===== src/plc_pkg.sv =====
// constants shared by the link configuration register block and its serial port
package plc_pkg;

  localparam int PLC_NUM_REGS = 6;

  // register indices into the register file
  localparam int PLC_IDX_FEC = 0;
  localparam int PLC_IDX_CODE = 1;
  localparam int PLC_IDX_THR = 2;
  localparam int PLC_IDX_MAXW = 3;
  localparam int PLC_IDX_FORCE = 4;
  localparam int PLC_IDX_TEST = 5;

  // register offsets on the management address space
  localparam logic [15:0] PLC_OFF_FEC_DECODER_CONTROL = 16'h0510;
  localparam logic [15:0] PLC_OFF_LOW_POWER_CODE_SELECT = 16'h0514;
  localparam logic [15:0] PLC_OFF_LOW_POWER_CODE_THRESHOLDS = 16'h0515;
  localparam logic [15:0] PLC_OFF_LINKUP_MAX_WAIT = 16'h0518;
  localparam logic [15:0] PLC_OFF_LINK_FORCE_AND_MIN_WAIT = 16'h0519;
  localparam logic [15:0] PLC_OFF_TRANSMIT_TEST_PATTERN_CONTROL = 16'h0531;

  localparam logic [15:0] PLC_REG_OFFSET [PLC_NUM_REGS] = '{
    PLC_OFF_FEC_DECODER_CONTROL, PLC_OFF_LOW_POWER_CODE_SELECT,
    PLC_OFF_LOW_POWER_CODE_THRESHOLDS, PLC_OFF_LINKUP_MAX_WAIT,
    PLC_OFF_LINK_FORCE_AND_MIN_WAIT, PLC_OFF_TRANSMIT_TEST_PATTERN_CONTROL};

  // values after reset
  localparam logic [15:0] PLC_REG_RESET [PLC_NUM_REGS] = '{
    16'h2D50, 16'h08E3, 16'h0808, 16'h17CE, 16'h003D, 16'h0000};

  // writable bits; read-only reserved bits stay zero
  localparam logic [15:0] PLC_REG_WMASK [PLC_NUM_REGS] = '{
    16'hFFFF, 16'h0FFF, 16'h7F7F, 16'hFFFF, 16'h7FFF, 16'h01FF};

  // field positions
  localparam int PLC_FEC_SKIP_BIT = 15;
  localparam int PLC_SEND_WAKEUP_LSB = 9;
  localparam int PLC_SEND_DOZE_LSB = 6;
  localparam int PLC_EXPECT_WAKEUP_LSB = 3;
  localparam int PLC_EXPECT_DOZE_LSB = 0;
  localparam int PLC_WAKEUP_THR_LSB = 8;
  localparam int PLC_DOZE_THR_LSB = 0;
  localparam int PLC_FORCE_VAL_BIT = 11;
  localparam int PLC_FORCE_EN_BIT = 10;
  localparam int PLC_MINWAIT_LSB = 0;
  localparam int PLC_ORDER_BIT = 8;
  localparam int PLC_TEST7_DATA_LSB = 0;

  // wait timer unit
  localparam int PLC_CLK_MHZ = 250;
  localparam int PLC_TIMER_UNIT_US = 16;
  localparam int PLC_TIMER_UNIT_CYCLES = PLC_TIMER_UNIT_US * PLC_CLK_MHZ;

  // test mode codes on the mode select input
  localparam logic [2:0] PLC_TEST_MODE_4 = 3'h4;
  localparam logic [2:0] PLC_TEST_MODE_7 = 3'h7;

  // serial management frame
  localparam logic [4:0] PLC_PORT_ADDR = 5'h01;
  localparam logic [4:0] PLC_DEV_ADDR = 5'h1F;
  localparam logic [5:0] PLC_PREAMBLE_BITS = 6'h20;
  localparam logic [5:0] PLC_HDR_BITS = 6'h0E;
  localparam logic [5:0] PLC_TA_BITS = 6'h0F;
  localparam logic [5:0] PLC_DATA_FIRST = 6'h10;
  localparam logic [5:0] PLC_FRAME_BITS = 6'h20;
  localparam logic [1:0] PLC_OP_ADDR = 2'h0;
  localparam logic [1:0] PLC_OP_WRITE = 2'h1;
  localparam logic [1:0] PLC_OP_READ_INC = 2'h2;
  localparam logic [1:0] PLC_OP_READ = 2'h3;

  typedef enum logic [2:0] {
    PLC_LU_IDLE = 3'h0,
    PLC_LU_MINWAIT = 3'h1,
    PLC_LU_MAXWAIT = 3'h2,
    PLC_LU_UP = 3'h3,
    PLC_LU_FAIL = 3'h4
  } plc_link_state_type;

endpackage


===== src/plc_mdio_slave.sv =====
// management serial port: indirect-address frames into register reads and writes
`timescale 1ns/1ps
`default_nettype none
module plc_mdio_slave (
  input wire logic core_clk,
  input wire logic resetn,
  input wire logic mdc,
  input wire logic mdio_in,
  output logic mdio_out_r,
  output logic mdio_oe_r,
  output logic [15:0] addr_r,
  output logic wr_pulse_r,
  output logic [15:0] wr_data_r,
  input wire logic [15:0] rd_data
);

  logic [2:0] mdc_sync_r;
  logic [2:0] dat_sync_r;
  logic mdc_lvl_r;
  logic [5:0] ones_r;
  logic [5:0] cnt_r;
  logic [31:0] sh_r;
  logic [15:0] rd_hold_r;
  logic rd_op_r;
  logic hit_r;
  logic rise;
  logic fall;
  logic [5:0] cnt_nxt;
  logic [31:0] sh_nxt;

  // both pins cross in through three stages; clock edges count only when its later two stages agree
  always_ff @(posedge core_clk) begin
    if (!resetn) begin
      mdc_sync_r <= 3'h0;
      dat_sync_r <= 3'h0;
      mdc_lvl_r <= 1'b0;
    end else begin
      mdc_sync_r <= {mdc_sync_r[1:0], mdc};
      dat_sync_r <= {dat_sync_r[1:0], mdio_in};
      if (mdc_sync_r[1] == mdc_sync_r[2]) begin
        mdc_lvl_r <= mdc_sync_r[2];
      end
    end
  end

  assign rise = (mdc_sync_r[1] == mdc_sync_r[2]) && mdc_sync_r[2] && !mdc_lvl_r;
  assign fall = (mdc_sync_r[1] == mdc_sync_r[2]) && !mdc_sync_r[2] && mdc_lvl_r;
  assign cnt_nxt = cnt_r + 6'h01;
  assign sh_nxt = {sh_r[30:0], dat_sync_r[2]};

  // frame receiver on clock rising edges
  always_ff @(posedge core_clk) begin
    if (!resetn) begin
      ones_r <= 6'h00;
      cnt_r <= 6'h00;
      sh_r <= 32'h0000_0000;
      hit_r <= 1'b0;
      addr_r <= 16'h0000;
      wr_pulse_r <= 1'b0;
      wr_data_r <= 16'h0000;
    end else begin
      wr_pulse_r <= 1'b0;
      if (rise) begin
        sh_r <= sh_nxt;
        if (cnt_r == 6'h00) begin
          if (dat_sync_r[2]) begin
            if (ones_r != plc_pkg::PLC_PREAMBLE_BITS) begin
              ones_r <= ones_r + 6'h01;
            end
          end else begin
            if (ones_r == plc_pkg::PLC_PREAMBLE_BITS) begin
              cnt_r <= 6'h01;
            end
            ones_r <= 6'h00;
          end
        end else begin
          cnt_r <= cnt_nxt;
          if (cnt_nxt == plc_pkg::PLC_HDR_BITS) begin
            // start code 00, then port and device must match
            hit_r <= (sh_nxt[12] == 1'b0) && (sh_nxt[9:5] == plc_pkg::PLC_PORT_ADDR)
                     && (sh_nxt[4:0] == plc_pkg::PLC_DEV_ADDR);
          end
          if (cnt_nxt == plc_pkg::PLC_FRAME_BITS) begin
            cnt_r <= 6'h00;
            hit_r <= 1'b0;
            if (hit_r) begin
              case (sh_nxt[29:28])
                plc_pkg::PLC_OP_ADDR: addr_r <= sh_nxt[15:0];
                plc_pkg::PLC_OP_WRITE: begin
                  wr_pulse_r <= 1'b1;
                  wr_data_r <= sh_nxt[15:0];
                end
                plc_pkg::PLC_OP_READ_INC: addr_r <= addr_r + 16'h0001;
                default: addr_r <= addr_r;
              endcase
            end
          end
        end
      end
    end
  end

  // read data shifted out on falling edges, one bit per clock
  always_ff @(posedge core_clk) begin
    if (!resetn) begin
      mdio_out_r <= 1'b0;
      mdio_oe_r <= 1'b0;
      rd_hold_r <= 16'h0000;
      rd_op_r <= 1'b0;
    end else begin
      // upper opcode bit marks both read kinds; writes never turn the pin around
      if (rise && cnt_nxt == plc_pkg::PLC_HDR_BITS) begin
        rd_hold_r <= rd_data;
        rd_op_r <= sh_nxt[11];
      end
      if (fall) begin
        if (hit_r && rd_op_r && cnt_r == plc_pkg::PLC_TA_BITS) begin
          mdio_oe_r <= 1'b1;
          mdio_out_r <= 1'b0;
        end else if (hit_r && rd_op_r && cnt_r >= plc_pkg::PLC_DATA_FIRST) begin
          mdio_oe_r <= 1'b1;
          mdio_out_r <= rd_hold_r[4'(5'h1F - 5'(cnt_r))];
        end else begin
          mdio_oe_r <= 1'b0;
          mdio_out_r <= 1'b0;
        end
      end
    end
  end

endmodule // plc_mdio_slave
`default_nettype wire


===== src/plc_regs.sv =====
// link configuration registers: decoder skip, low-power codes, link-up timers, test patterns
//
// Notes on behaviour
// - fec_decode_skip high removes the decoder from the receive path; reset keeps it.
// - wake indication sends the send_wakeup_code field, reset 4.
// - sleep indication sends the send_doze_code field, reset 3.
// - received group equal to expect_wakeup_code counts as a wake code.
// - received group equal to expect_doze_code counts as a sleep code.
// - wake received only after threshold consecutive wake codes; mismatch restarts.
// - sleep received only after threshold consecutive sleep codes; mismatch restarts.
// - maximum link-up wait loads the 16-bit field, counted in 16 us units.
// - minimum link-up wait loads the 8-bit field, counted in 16 us units.
// - force enable replaces reported link status with the forced value.
// - forced value is ignored unless the force enable bit is set.
// - test mode 4 sends first set then second, or reversed when order bit set.
// - test mode 7 repeats the programmed data byte.
`timescale 1ns/1ps
`default_nettype none
module plc_regs (
  input wire logic core_clk,
  input wire logic resetn,
  input wire logic mdc,
  input wire logic mdio_in,
  output logic mdio_out_r,
  output logic mdio_oe_r,
  output logic fec_decode_skip_r,
  input wire logic tx_wakeup_req,
  input wire logic tx_doze_req,
  output logic [2:0] tx_code_group_r,
  output logic tx_code_valid_r,
  input wire logic rx_code_valid,
  input wire logic [2:0] rx_code_group,
  output logic wakeup_received_r,
  output logic doze_received_r,
  input wire logic linkup_start,
  input wire logic link_ready,
  output logic link_status_r,
  output logic linkup_timeout_r,
  input wire logic [2:0] test_mode_sel,
  output logic test_second_set_r,
  output logic [7:0] test_data_r,
  output logic test_data_valid_r
);

  logic [15:0] addr;
  logic wr_pulse;
  logic [15:0] wr_data;
  logic [15:0] rd_data;
  logic [15:0] reg_r [plc_pkg::PLC_NUM_REGS];

  logic [6:0] wakeup_cnt_r;
  logic [6:0] doze_cnt_r;
  logic [6:0] wakeup_cnt_nxt;
  logic [6:0] doze_cnt_nxt;

  plc_pkg::plc_link_state_type lu_state_r;
  plc_pkg::plc_link_state_type lu_state_nxt;
  logic [11:0] unit_cnt_r;
  logic unit_tick;
  logic [7:0] min_left_r;
  logic [15:0] max_left_r;
  logic min_done;
  logic max_done;
  logic sm_link_up;
  logic test4_phase_r;

  // register field views
  logic [2:0] send_wakeup_code;
  logic [2:0] send_doze_code;
  logic [2:0] expect_wakeup_code;
  logic [2:0] expect_doze_code;
  logic [6:0] wakeup_repeat_threshold;
  logic [6:0] doze_repeat_threshold;
  logic [15:0] maxwait_init;
  logic [7:0] minwait_init;
  logic force_en;
  logic force_val;
  logic pattern_four_symbol_order;
  logic [7:0] test7_data;

  assign send_wakeup_code =
    reg_r[plc_pkg::PLC_IDX_CODE][plc_pkg::PLC_SEND_WAKEUP_LSB +: 3];
  assign send_doze_code =
    reg_r[plc_pkg::PLC_IDX_CODE][plc_pkg::PLC_SEND_DOZE_LSB +: 3];
  assign expect_wakeup_code =
    reg_r[plc_pkg::PLC_IDX_CODE][plc_pkg::PLC_EXPECT_WAKEUP_LSB +: 3];
  assign expect_doze_code =
    reg_r[plc_pkg::PLC_IDX_CODE][plc_pkg::PLC_EXPECT_DOZE_LSB +: 3];
  assign wakeup_repeat_threshold =
    reg_r[plc_pkg::PLC_IDX_THR][plc_pkg::PLC_WAKEUP_THR_LSB +: 7];
  assign doze_repeat_threshold =
    reg_r[plc_pkg::PLC_IDX_THR][plc_pkg::PLC_DOZE_THR_LSB +: 7];
  assign maxwait_init = reg_r[plc_pkg::PLC_IDX_MAXW];
  assign minwait_init = reg_r[plc_pkg::PLC_IDX_FORCE][plc_pkg::PLC_MINWAIT_LSB +: 8];
  assign force_en = reg_r[plc_pkg::PLC_IDX_FORCE][plc_pkg::PLC_FORCE_EN_BIT];
  assign force_val = reg_r[plc_pkg::PLC_IDX_FORCE][plc_pkg::PLC_FORCE_VAL_BIT];
  assign pattern_four_symbol_order =
    reg_r[plc_pkg::PLC_IDX_TEST][plc_pkg::PLC_ORDER_BIT];
  assign test7_data = reg_r[plc_pkg::PLC_IDX_TEST][plc_pkg::PLC_TEST7_DATA_LSB +: 8];

  plc_mdio_slave u_mdio (
    .core_clk(core_clk),
    .resetn(resetn),
    .mdc(mdc),
    .mdio_in(mdio_in),
    .mdio_out_r(mdio_out_r),
    .mdio_oe_r(mdio_oe_r),
    .addr_r(addr),
    .wr_pulse_r(wr_pulse),
    .wr_data_r(wr_data),
    .rd_data(rd_data)
  );

  // one generated register per map entry; masked bits never leave zero
  genvar gi;
  generate
    for (gi = 0; gi < plc_pkg::PLC_NUM_REGS; gi++) begin : g_reg
      always_ff @(posedge core_clk) begin
        if (!resetn) begin
          reg_r[gi] <= plc_pkg::PLC_REG_RESET[gi];
        end else if (wr_pulse && addr == plc_pkg::PLC_REG_OFFSET[gi]) begin
          reg_r[gi] <= wr_data & plc_pkg::PLC_REG_WMASK[gi];
        end
      end
    end
  endgenerate

  // read mux; unmapped addresses read zero
  always_comb begin
    rd_data = 16'h0000;
    for (int i = 0; i < plc_pkg::PLC_NUM_REGS; i++) begin
      if (addr == plc_pkg::PLC_REG_OFFSET[i]) begin
        rd_data = reg_r[i];
      end
    end
  end

  // decoder skip control
  always_ff @(posedge core_clk) begin
    if (!resetn) begin
      fec_decode_skip_r <= 1'b0;
    end else begin
      fec_decode_skip_r <= reg_r[plc_pkg::PLC_IDX_FEC][plc_pkg::PLC_FEC_SKIP_BIT];
    end
  end

  // transmit code group; wake takes priority when both are asked for
  always_ff @(posedge core_clk) begin
    if (!resetn) begin
      tx_code_group_r <= 3'h0;
      tx_code_valid_r <= 1'b0;
    end else begin
      if (tx_wakeup_req) begin
        tx_code_group_r <= send_wakeup_code;
      end else if (tx_doze_req) begin
        tx_code_group_r <= send_doze_code;
      end else begin
        tx_code_group_r <= 3'h0;
      end
      tx_code_valid_r <= tx_wakeup_req | tx_doze_req;
    end
  end

  // consecutive match counters saturate so a long run cannot wrap past threshold
  always_comb begin
    wakeup_cnt_nxt = wakeup_cnt_r;
    doze_cnt_nxt = doze_cnt_r;
    if (rx_code_valid) begin
      if (rx_code_group == expect_wakeup_code) begin
        if (wakeup_cnt_r != 7'h7F) begin
          wakeup_cnt_nxt = wakeup_cnt_r + 7'h01;
        end
      end else begin
        wakeup_cnt_nxt = 7'h00;
      end
      if (rx_code_group == expect_doze_code) begin
        if (doze_cnt_r != 7'h7F) begin
          doze_cnt_nxt = doze_cnt_r + 7'h01;
        end
      end else begin
        doze_cnt_nxt = 7'h00;
      end
    end
  end

  always_ff @(posedge core_clk) begin
    if (!resetn) begin
      wakeup_cnt_r <= 7'h00;
      doze_cnt_r <= 7'h00;
    end else begin
      wakeup_cnt_r <= wakeup_cnt_nxt;
      doze_cnt_r <= doze_cnt_nxt;
    end
  end

  // indications stay up while the run of matching groups continues
  always_ff @(posedge core_clk) begin
    if (!resetn) begin
      wakeup_received_r <= 1'b0;
      doze_received_r <= 1'b0;
    end else begin
      wakeup_received_r <= (wakeup_cnt_nxt != 7'h00)
                           && (wakeup_cnt_nxt >= wakeup_repeat_threshold);
      doze_received_r <= (doze_cnt_nxt != 7'h00)
                         && (doze_cnt_nxt >= doze_repeat_threshold);
    end
  end

  // 16 us time base, held at zero while idle so each link-up starts clean
  assign unit_tick = (unit_cnt_r == 12'(plc_pkg::PLC_TIMER_UNIT_CYCLES - 1));

  always_ff @(posedge core_clk) begin
    if (!resetn) begin
      unit_cnt_r <= 12'h000;
    end else if (lu_state_r == plc_pkg::PLC_LU_IDLE || unit_tick) begin
      unit_cnt_r <= 12'h000;
    end else begin
      unit_cnt_r <= unit_cnt_r + 12'h001;
    end
  end

  assign min_done = (min_left_r == 8'h00);
  assign max_done = (max_left_r == 16'h0000);

  // wait timers are loaded on leaving idle; later register writes do not disturb them
  always_ff @(posedge core_clk) begin
    if (!resetn) begin
      min_left_r <= 8'h00;
      max_left_r <= 16'h0000;
    end else if (lu_state_r == plc_pkg::PLC_LU_IDLE) begin
      min_left_r <= minwait_init;
      max_left_r <= maxwait_init;
    end else if (unit_tick) begin
      if (!min_done) begin
        min_left_r <= min_left_r - 8'h01;
      end
      if (!max_done) begin
        max_left_r <= max_left_r - 16'h0001;
      end
    end
  end

  // link-up sequencing: no link before the minimum wait, failure after the maximum
  always_comb begin
    lu_state_nxt = lu_state_r;
    case (lu_state_r)
      plc_pkg::PLC_LU_IDLE: begin
        if (linkup_start) begin
          lu_state_nxt = plc_pkg::PLC_LU_MINWAIT;
        end
      end
      plc_pkg::PLC_LU_MINWAIT: begin
        if (max_done) begin
          lu_state_nxt = plc_pkg::PLC_LU_FAIL;
        end else if (min_done) begin
          lu_state_nxt = plc_pkg::PLC_LU_MAXWAIT;
        end
      end
      plc_pkg::PLC_LU_MAXWAIT: begin
        if (link_ready) begin
          lu_state_nxt = plc_pkg::PLC_LU_UP;
        end else if (max_done) begin
          lu_state_nxt = plc_pkg::PLC_LU_FAIL;
        end
      end
      plc_pkg::PLC_LU_UP: begin
        if (!link_ready) begin
          lu_state_nxt = plc_pkg::PLC_LU_IDLE;
        end
      end
      plc_pkg::PLC_LU_FAIL: begin
        lu_state_nxt = plc_pkg::PLC_LU_FAIL;
      end
      default: lu_state_nxt = plc_pkg::PLC_LU_IDLE;
    endcase
    if (!linkup_start) begin
      lu_state_nxt = plc_pkg::PLC_LU_IDLE;
    end
  end

  always_ff @(posedge core_clk) begin
    if (!resetn) begin
      lu_state_r <= plc_pkg::PLC_LU_IDLE;
    end else begin
      lu_state_r <= lu_state_nxt;
    end
  end

  assign sm_link_up = (lu_state_nxt == plc_pkg::PLC_LU_UP);

  // reported link status, optionally forced
  always_ff @(posedge core_clk) begin
    if (!resetn) begin
      link_status_r <= 1'b0;
      linkup_timeout_r <= 1'b0;
    end else begin
      if (force_en) begin
        link_status_r <= force_val;
      end else begin
        link_status_r <= sm_link_up;
      end
      linkup_timeout_r <= (lu_state_nxt == plc_pkg::PLC_LU_FAIL);
    end
  end

  // test pattern sources; set alternates every cycle while mode 4 is selected
  always_ff @(posedge core_clk) begin
    if (!resetn) begin
      test4_phase_r <= 1'b0;
      test_second_set_r <= 1'b0;
      test_data_r <= 8'h00;
      test_data_valid_r <= 1'b0;
    end else begin
      if (test_mode_sel == plc_pkg::PLC_TEST_MODE_4) begin
        test4_phase_r <= ~test4_phase_r;
        test_second_set_r <= test4_phase_r ^ pattern_four_symbol_order;
      end else begin
        test4_phase_r <= 1'b0;
        test_second_set_r <= 1'b0;
      end
      if (test_mode_sel == plc_pkg::PLC_TEST_MODE_7) begin
        test_data_r <= test7_data;
        test_data_valid_r <= 1'b1;
      end else begin
        test_data_r <= 8'h00;
        test_data_valid_r <= 1'b0;
      end
    end
  end

endmodule // plc_regs
`default_nettype wire


===== config.mk =====
export PLATFORM = sky130hd
export DESIGN_NAME = plc_regs
export DESIGN_NICKNAME = d
export VERILOG_FILES = /design/src/plc_pkg.sv /design/src/plc_mdio_slave.sv /design/src/plc_regs.sv
export SDC_FILE = /design/constraint.sdc
export NUM_CORES = 1
export LEC_CHECK = 0
export ABC_AREA = 1
export BUFFER_PORTS_ARGS = -buffer_cell sky130_fd_sc_hd__buf_2
export CAP_MARGIN = 20
export CORE_MARGIN = 2
export CORE_UTILIZATION = 35
export DETAILED_ROUTE_END_ITERATION = 12
export REMOVE_ABC_BUFFERS = 1
export SYNTH_ARGS = -nofsm -noshare
export SYNTH_HDL_FRONTEND = slang
export SYNTH_SLANG_ARGS = --single-unit
export TNS_END_PERCENT = 100

===== constraint.sdc =====
create_clock -name core_clk -period 3.1 [get_ports core_clk]
set_input_delay 0.62 -clock core_clk [delete_from_list [all_inputs] [get_ports core_clk]]
set_output_delay 0.62 -clock core_clk [all_outputs]
set_load 0.02 [all_outputs]

==> flow_metrics.env, run 1 <==
export IMPL_muxShareOfSynthArea_pct=0
export IMPL_vias_per_cell=4.94
export IMPL_yosysWarnings=0
export IMPL_cts_sinks=256
export IMPL_ys_seq_area_share_pct=46.0
export IMPL_rsz0062_at_grt="false"
export IMPL_coreArea_um2=36400
export IMPL_synth_most_common_cell="nand2_1"
export IMPL_r2r_slack_ns=0.47
export IMPL_dpl_hpwl_um=24100
export IMPL_synth_top_cell_area_share_pct=27.0
export IMPL_synth_top_family_by_area="simple AND/OR/NAND/NOR gates"
export IMPL_grt_pass1_vias=10300
export IMPL_htree_levels=1
export IMPL_outcome="finished clean"
export IMPL_finalMaxSlewViolations=0
export IMPL_min_from="mdio_in"
export IMPL_start_kind="register"
export IMPL_placed_cells=2180
export IMPL_die_y_um=196
export IMPL_synth_top_cell_by_area="dfxtp_1"
export IMPL_cts_tree="built"
export IMPL_maxSlewHeadroom_pct=53.1
export IMPL_synth_area_leaders="dfxtp_1 (27%), edfxtp_1 (19%), nand2_1 (10%)"
export IMPL_top_layer_used="met4"
export IMPL_hold_viol=0
export IMPL_max_freq_mhz=380
export IMPL_r2r_end="wakeup_received_r$_SDFF_PN0_"
export IMPL_syn_inst=1715
export IMPL_drc=0
export IMPL_synth_ff_latch_count=256
export IMPL_worst_pin_slew_ns=0.702
export IMPL_drtIter0Drc=836
export IMPL_ys_flop_type="dfxtp_1"
export IMPL_cp_arrival_ns=3.13
export IMPL_post_cts_buffers=0
export IMPL_hold_class="primary input to register"
export IMPL_yosysUniqueCellTypes=52
export IMPL_numCtsBuffers=30
export IMPL_wirelength_um=33300
export IMPL_synth_compound_area_share_pct=10.6
export IMPL_ant_nets=0
export IMPL_grt_max_degree=61
export IMPL_placement_cell_area_um2=13500
export IMPL_synth_common_cells="nand2_1 (349), nor2_1 (300), inv_1 (225), dfxtp_1 (174), o21ai_0 (102)"
export IMPL_synthesis_area_um2=12900
export IMPL_wl_met1_um=15600
export IMPL_layout_nets=1790
export IMPL_hold_buffers=0
export IMPL_grt_pass1_wl_um=54300
export IMPL_clock_latency_ns=0.56
export IMPL_clockBufferDepth=3
export IMPL_fin_crit_sh_pct=84.9
export IMPL_power_density_nw_per_um2=512
export IMPL_wl_met3_um=1460
export IMPL_root_buffer="clkbuf_16"
export IMPL_antenna_cells=0
export IMPL_synth_edf_count=82
export IMPL_min_to="u_mdio.dat_sync_r[0]$_SDFF_PN0_"
export IMPL_total_power_mw=7.45
export IMPL_stdcell_count=2236
export IMPL_crit_type="register to register"
export IMPL_setup_ws_ns=0.467
export IMPL_layout_min_cycle_time_ns=2.63
export IMPL_pre_cts_slack_ns=0.487
export IMPL_r2r_start="wakeup_cnt_r[0]$_SDFF_PN0_"
export IMPL_wl_per_cell_um=14.9
export IMPL_fin_tns_setup_ns=0
export IMPL_start_util_pct=35.4
export IMPL_async_flop_share_pct=0
export IMPL_worstPathRequired_ns=3.60
export IMPL_gp_congestion=0.876
export IMPL_drv_cap=0
export IMPL_cts_resized_gates=0
export IMPL_drt_pass1_iter_count=6
export IMPL_synthAdderAreaFrac_pct=3.00
export IMPL_holdPathStages=3
export IMPL_fin_area_um2=14500
export IMPL_io_pins=36
export IMPL_synth_xor_area_share_pct=1.83
export IMPL_synthSimpleGateAreaFrac_pct=29.3
export IMPL_rr_worst_depth=18
export IMPL_overflow=0
export IMPL_dr_wl_met2_um=15400
export IMPL_drive_gt1_share_pct=9.22
export IMPL_p_leak_nw=6.35
export IMPL_num_vias=11000
export IMPL_area_delta_synth_final_pct=12.6
export IMPL_rows=70
export IMPL_syn_area_per_cell_um2=7.53
export IMPL_die_x_um=196
export IMPL_cp_end_kind="register"
export IMPL_peakVddDrop_mv=0.475
export IMPL_antenna_found_initial=0
export IMPL_fin_worst_skew_ns=0.0149
export IMPL_grt_usage_pct=17.3
export IMPL_setup_viol=0
export IMPL_cp_max_fo=5
export IMPL_io_buffers=35
export IMPL_clk_pin_slew_ns=0.06
export IMPL_die_area_um2=38400
stage by stage:
stage / util (%) / hold slack, ns
finish: 39.9 / 0.253
global route: 39.9 / 0.273
CTS: 39.9 / 0.236
global placement: 37.1 / 0.393
detailed placement: 37.1 / 0.401
floorplan: - / 0.390
logic make-up after synthesis:
logic type,Yosys count
DFF,256
and+or+nand+nor,854
adders and majority gates,31
buffers and inverters,295
xor gates and xnor gates,27
AOI/OAI and AO/OA,252
sequential cells by signal (all words and copies together), names as in the netlist, 3 cells and up:
| name | flops |
|---|---|
| u_mdio.sh_r | 29 |
| u_mdio.addr_r | 16 |
| min_left_r | 8 |
| test_data_r | 8 |
| tx_code_group_r | 3 |
| wakeup_cnt_r | 7 |
| u_mdio.rd_hold_r | 16 |
| u_mdio.cnt_r | 6 |
| lu_state_r | 3 |
| doze_cnt_r | 7 |
| max_left_r | 16 |
| u_mdio.ones_r | 6 |
| reg_r | 82 |
| u_mdio.wr_data_r | 16 |
| u_mdio.mdc_sync_r | 3 |
| u_mdio.dat_sync_r | 3 |
| unit_cnt_r | 12 |
power breakdown:
part	total (mW)	internal (mW)	switching (mW)
Clock	3.56	2.17	1.38
Sequential	3.56	3.51	0.0487
Combinational	0.329	0.102	0.227
worst max-delay path, stage by stage, from the launching register on:
cell and delay [ns]:
dfxtp_1 0.38, ha_1 0.16, inv_1 0.05, nor2_1 0.21, nand2_1 0.12, nand2_1 0.15, nor2_1 0.07, or2_2 0.27
nand3_1 0.11, inv_1 0.06, ha_1 0.29, nand3_1 0.08, a21boi_0 0.16, nor2_1 0.05, o21ai_0 0.16, nand2_1 0.07
nand2_1 0.06, nand2_1 0.05, nor2_1 0.09
final cells by class:
| class | count | area [µm²] |
|---|---|---|
| Tap cell | 468 | 586 |
| Fill cell | 3781 | 21900 |
| Sequential cell | 256 | 5950 |
| Clock buffer | 48 | 952 |
| Clock inverter | 8 | 67.6 |
| Multi-Input combinational cell | 1164 | 5780 |
| Timing Repair Buffer | 53 | 313 |
| Inverter | 239 | 897 |
layout by cell type, fill, tap and decap left out, types with 4 or more instances in the layout:
cell       netlist  layout
nand3b_1         8       8
nand2_2          4       4
nor2_4           5       5
dfxtp_1        174     174
clkbuf_16        0      32
clkinv_2         0       6
nor3_4           4       4
buf_2           14      34
nand4_1         32      32
nor3_1          22      22
xor2_1          19      19
xnor2_1          8       8
clkbuf_8         0       9
buf_4            3      19
or2_2            4       4
nand2_1        349     349
o21ai_2          6       6
edfxtp_1        82      82
ha_1            31      31
nand3_2          4       4
nor2_1         300     299
nor2_2           4       5
nand3_1         99      99
inv_1          225     224
inv_2           13      14
a21oi_1         98      98
o21ai_1          7       9
a31oi_1          8       8
o211ai_1         9       9
clkbuf_1        25       6
o21ai_0        102     100
a211oi_1         9       9
layer usage:
metal | vias up | GRT usage [%]
li1 | 5596 | -
met1 | 5156 | 23.5
met2 | 232 | 28.9
met3 | 61 | 2.53
met4 | 0 | 4.46
met5 | - | 0
worst max-delay path by stage:
stage	start	end
after floorplan	u_mdio.mdc_sync_r[1]$_SDFF_PN0_	u_mdio.addr_r[15]$_SDFFE_PN0P_
after global placement	rx_code_group[0]	wakeup_received_r$_SDFF_PN0_
after detailed placement	wakeup_cnt_r[0]$_SDFF_PN0_	wakeup_received_r$_SDFF_PN0_
after CTS	wakeup_cnt_r[0]$_SDFF_PN0_	wakeup_received_r$_SDFF_PN0_
after global routing	wakeup_cnt_r[0]$_SDFF_PN0_	wakeup_received_r$_SDFF_PN0_
final	wakeup_cnt_r[0]$_SDFF_PN0_	wakeup_received_r$_SDFF_PN0_
Power figures use the tool's default switching activity.
==> run 2: changes to the inputs <==
==> constraint.sdc (replaced) <==
create_clock -name core_clk -period 2.6 [get_ports core_clk]
set_input_delay 0.52 -clock core_clk [delete_from_list [all_inputs] [get_ports core_clk]]
set_output_delay 0.52 -clock core_clk [all_outputs]
set_load 0.02 [all_outputs]
==> run 2 against run 1 <==
Compared with the run above: sequential power increased by 19%; hold slack got worse by 0.12 ns; register-to-register slack got worse by 0.19 ns; first-iteration DRC count increased by 9.6%; clock skew decreased by 0.0032 ns; sequential share of layout area decreased by 0.31 points; critical path type unchanged; highest routed layer unchanged.
==> flow_metrics.env, run 2 (synthesis results as in run 1) <==
export IMPL_start_kind="register"
export IMPL_grt_pass1_vias=10400
export IMPL_p_leak_nw=6.41
export IMPL_fin_area_um2=14700
export IMPL_finalMaxSlewViolations=0
export IMPL_io_pins=36
export IMPL_worstPathRequired_ns=3.10
export IMPL_gp_congestion=0.898
export IMPL_grt_pass1_wl_um=54500
export IMPL_crit_type="register to register"
export IMPL_hold_viol=0
export IMPL_io_buffers=35
export IMPL_maxSlewHeadroom_pct=53.5
export IMPL_seqCellArea_um2=5950
export IMPL_coreArea_um2=36400
export IMPL_grt_max_degree=81
export IMPL_cp_arrival_ns=2.83
export IMPL_die_x_um=196
export IMPL_grt_usage_pct=17.5
export IMPL_wl_per_cell_um=15.1
export IMPL_ant_nets=0
export IMPL_drc=0
export IMPL_finish_utilization_pct=40.3
export IMPL_rows=70
export IMPL_numCtsBuffers=30
export IMPL_largest_register_ffs=82
export IMPL_num_vias=11100
export IMPL_cts_tree="built"
export IMPL_drv_cap=0
export IMPL_cp_max_fo=7
export IMPL_antenna_cells=0
export IMPL_worst_pin_slew_ns=0.696
export IMPL_nFillCells=3724
export IMPL_top_regs="reg_r (82), u_mdio.sh_r (29)"
export IMPL_hold_class="primary input to register"
export IMPL_layout_min_cycle_time_ns=2.33
export IMPL_root_buffer="clkbuf_16"
export IMPL_htree_levels=1
export IMPL_final_common_cell="nand2_1"
export IMPL_drt_pass1_iter_count=6
export IMPL_clk_pin_slew_ns=0.06
export IMPL_die_area_um2=38400
export IMPL_crit_chain="ha_2, nand2_1, nor2_4, nand2_1, nand2_1, inv_1, nand3_1, nand2_1, nand3_1, inv_1, ha_1, nand2_1, nor3_1, nand4_1, o2111ai_1, nand2_1, nor2_1"
export IMPL_start_util_pct=35.4
export IMPL_antenna_found_initial=0
export IMPL_drive_gt1_share_pct=10.3
export IMPL_area_delta_synth_final_pct=13.6
export IMPL_hold_slack_ns=0.137
export IMPL_critical_path_top_delay_family="simple AND/OR/NAND/NOR gates"
export IMPL_clock_latency_ns=0.56
export IMPL_outcome="finished clean"
export IMPL_max_freq_mhz=430
export IMPL_max_stage_delay_ns=0.38
export IMPL_placement_cell_area_um2=13600
export IMPL_drtIter0Drc=916
export IMPL_fin_worst_skew_ns=0.0117
export IMPL_wirelength_um=33900
export IMPL_cp_end_kind="register"
export IMPL_stdcell_count=2244
export IMPL_cts_sinks=256
export IMPL_fin_crit_sh_pct=89.4
export IMPL_total_power_mw=8.96
export IMPL_vias_per_cell=4.95
export IMPL_layout_nets=1799
export IMPL_cp_common_cell="nand2_1"
export IMPL_crit_buf_inv=2
export IMPL_cp_slowest_cell="dfxtp_4"
export IMPL_die_y_um=196
export IMPL_multi_input_area_um2=5810
export IMPL_regMostFlops="reg_r"
export IMPL_setup_viol=0
export IMPL_peakVddDrop_mv=0.433
export IMPL_setup_ws_ns=0.275
export IMPL_overflow=0
export IMPL_power_density_nw_per_um2=611
export IMPL_pre_cts_slack_ns=0.0847
export IMPL_final_cell_mix="nand2_1 (347), nor2_1 (296), inv_1 (224), dfxtp_1 (171), o21ai_0 (99)"
export IMPL_dpl_hpwl_um=24200
export IMPL_fin_tns_setup_ns=0
export IMPL_clockBufferDepth=3
export IMPL_placed_cells=2187
-- run 2: cell types whose count changed in the layout (fill, tap and decap cells not counted), moves of 2 or more --
cell	change
nor2_1	-3
dfxtp_1	-3
buf_4	+8
nand2_2	+2
dfxtp_2	+2
nor2_2	+2
nand2_1	-2
-- run 2: worst reg2reg max path, delay by kind of cell (launching register included) --
family	cells	cell delay, ns
and+or+nand+nor	12	1.13
AOI/OAI and AO/OA	1	0.11
DFF	1	0.38
adders and majority gates	2	0.48
buffers and inverters	2	0.16
-- run 2: final timing paths --
path | startpoint | endpoint | slack [ns] | cells past startpoint
worst min-delay path | mdio_in | u_mdio.dat_sync_r[0]$_SDFF_PN0_ | 0.14 | 3
worst min register to register | u_mdio.dat_sync_r[0]$_SDFF_PN0_ | u_mdio.dat_sync_r[1]$_SDFF_PN0_ | 0.41 | 2
worst max-delay path | doze_cnt_r[0]$_SDFF_PN0_ | doze_received_r$_SDFF_PN0_ | 0.27 | 17
worst max register to register | doze_cnt_r[0]$_SDFF_PN0_ | doze_received_r$_SDFF_PN0_ | 0.27 | 17
-- run 2: where the power goes --
part           internal [mW]  total, mW  switching [mW]
Combinational          0.129      0.403           0.275
Sequential              4.19       4.25          0.0576
Clock                   2.62       4.31            1.69
-- run 2: layout make-up --
class	count	area share, %
timing repair buffer	62	2.68
sequential	256	40.6
inverter	239	6.12
clock buffer	48	6.58
tap	468	3.99
clock inverter	7	0.435
multi-input combinational	1164	39.6
-- run 2: layer usage --
metal / share of wire, % / routed length (µm) / up-vias / global-route usage (%)
met2: 46 / 15700 / 263 / 28.9
met5: 0 / 0 / - / 0
met1: 46 / 15700 / 5153 / 24.0
li1: - / - / 5620 / -
met3: 4.5 / 1540 / 63 / 2.32
met4: 2.9 / 975 / 0 / 4.97
-- run 2: repair_timing --
action | 4_1_cts | 5_1_grt
buffers inserted | 0 | 2
endpoints found under the setup margin | 0 | 2
hold endpoints to repair | 0 | 0
gates resized for setup | 0 | 15
hold buffers | 0 | 0
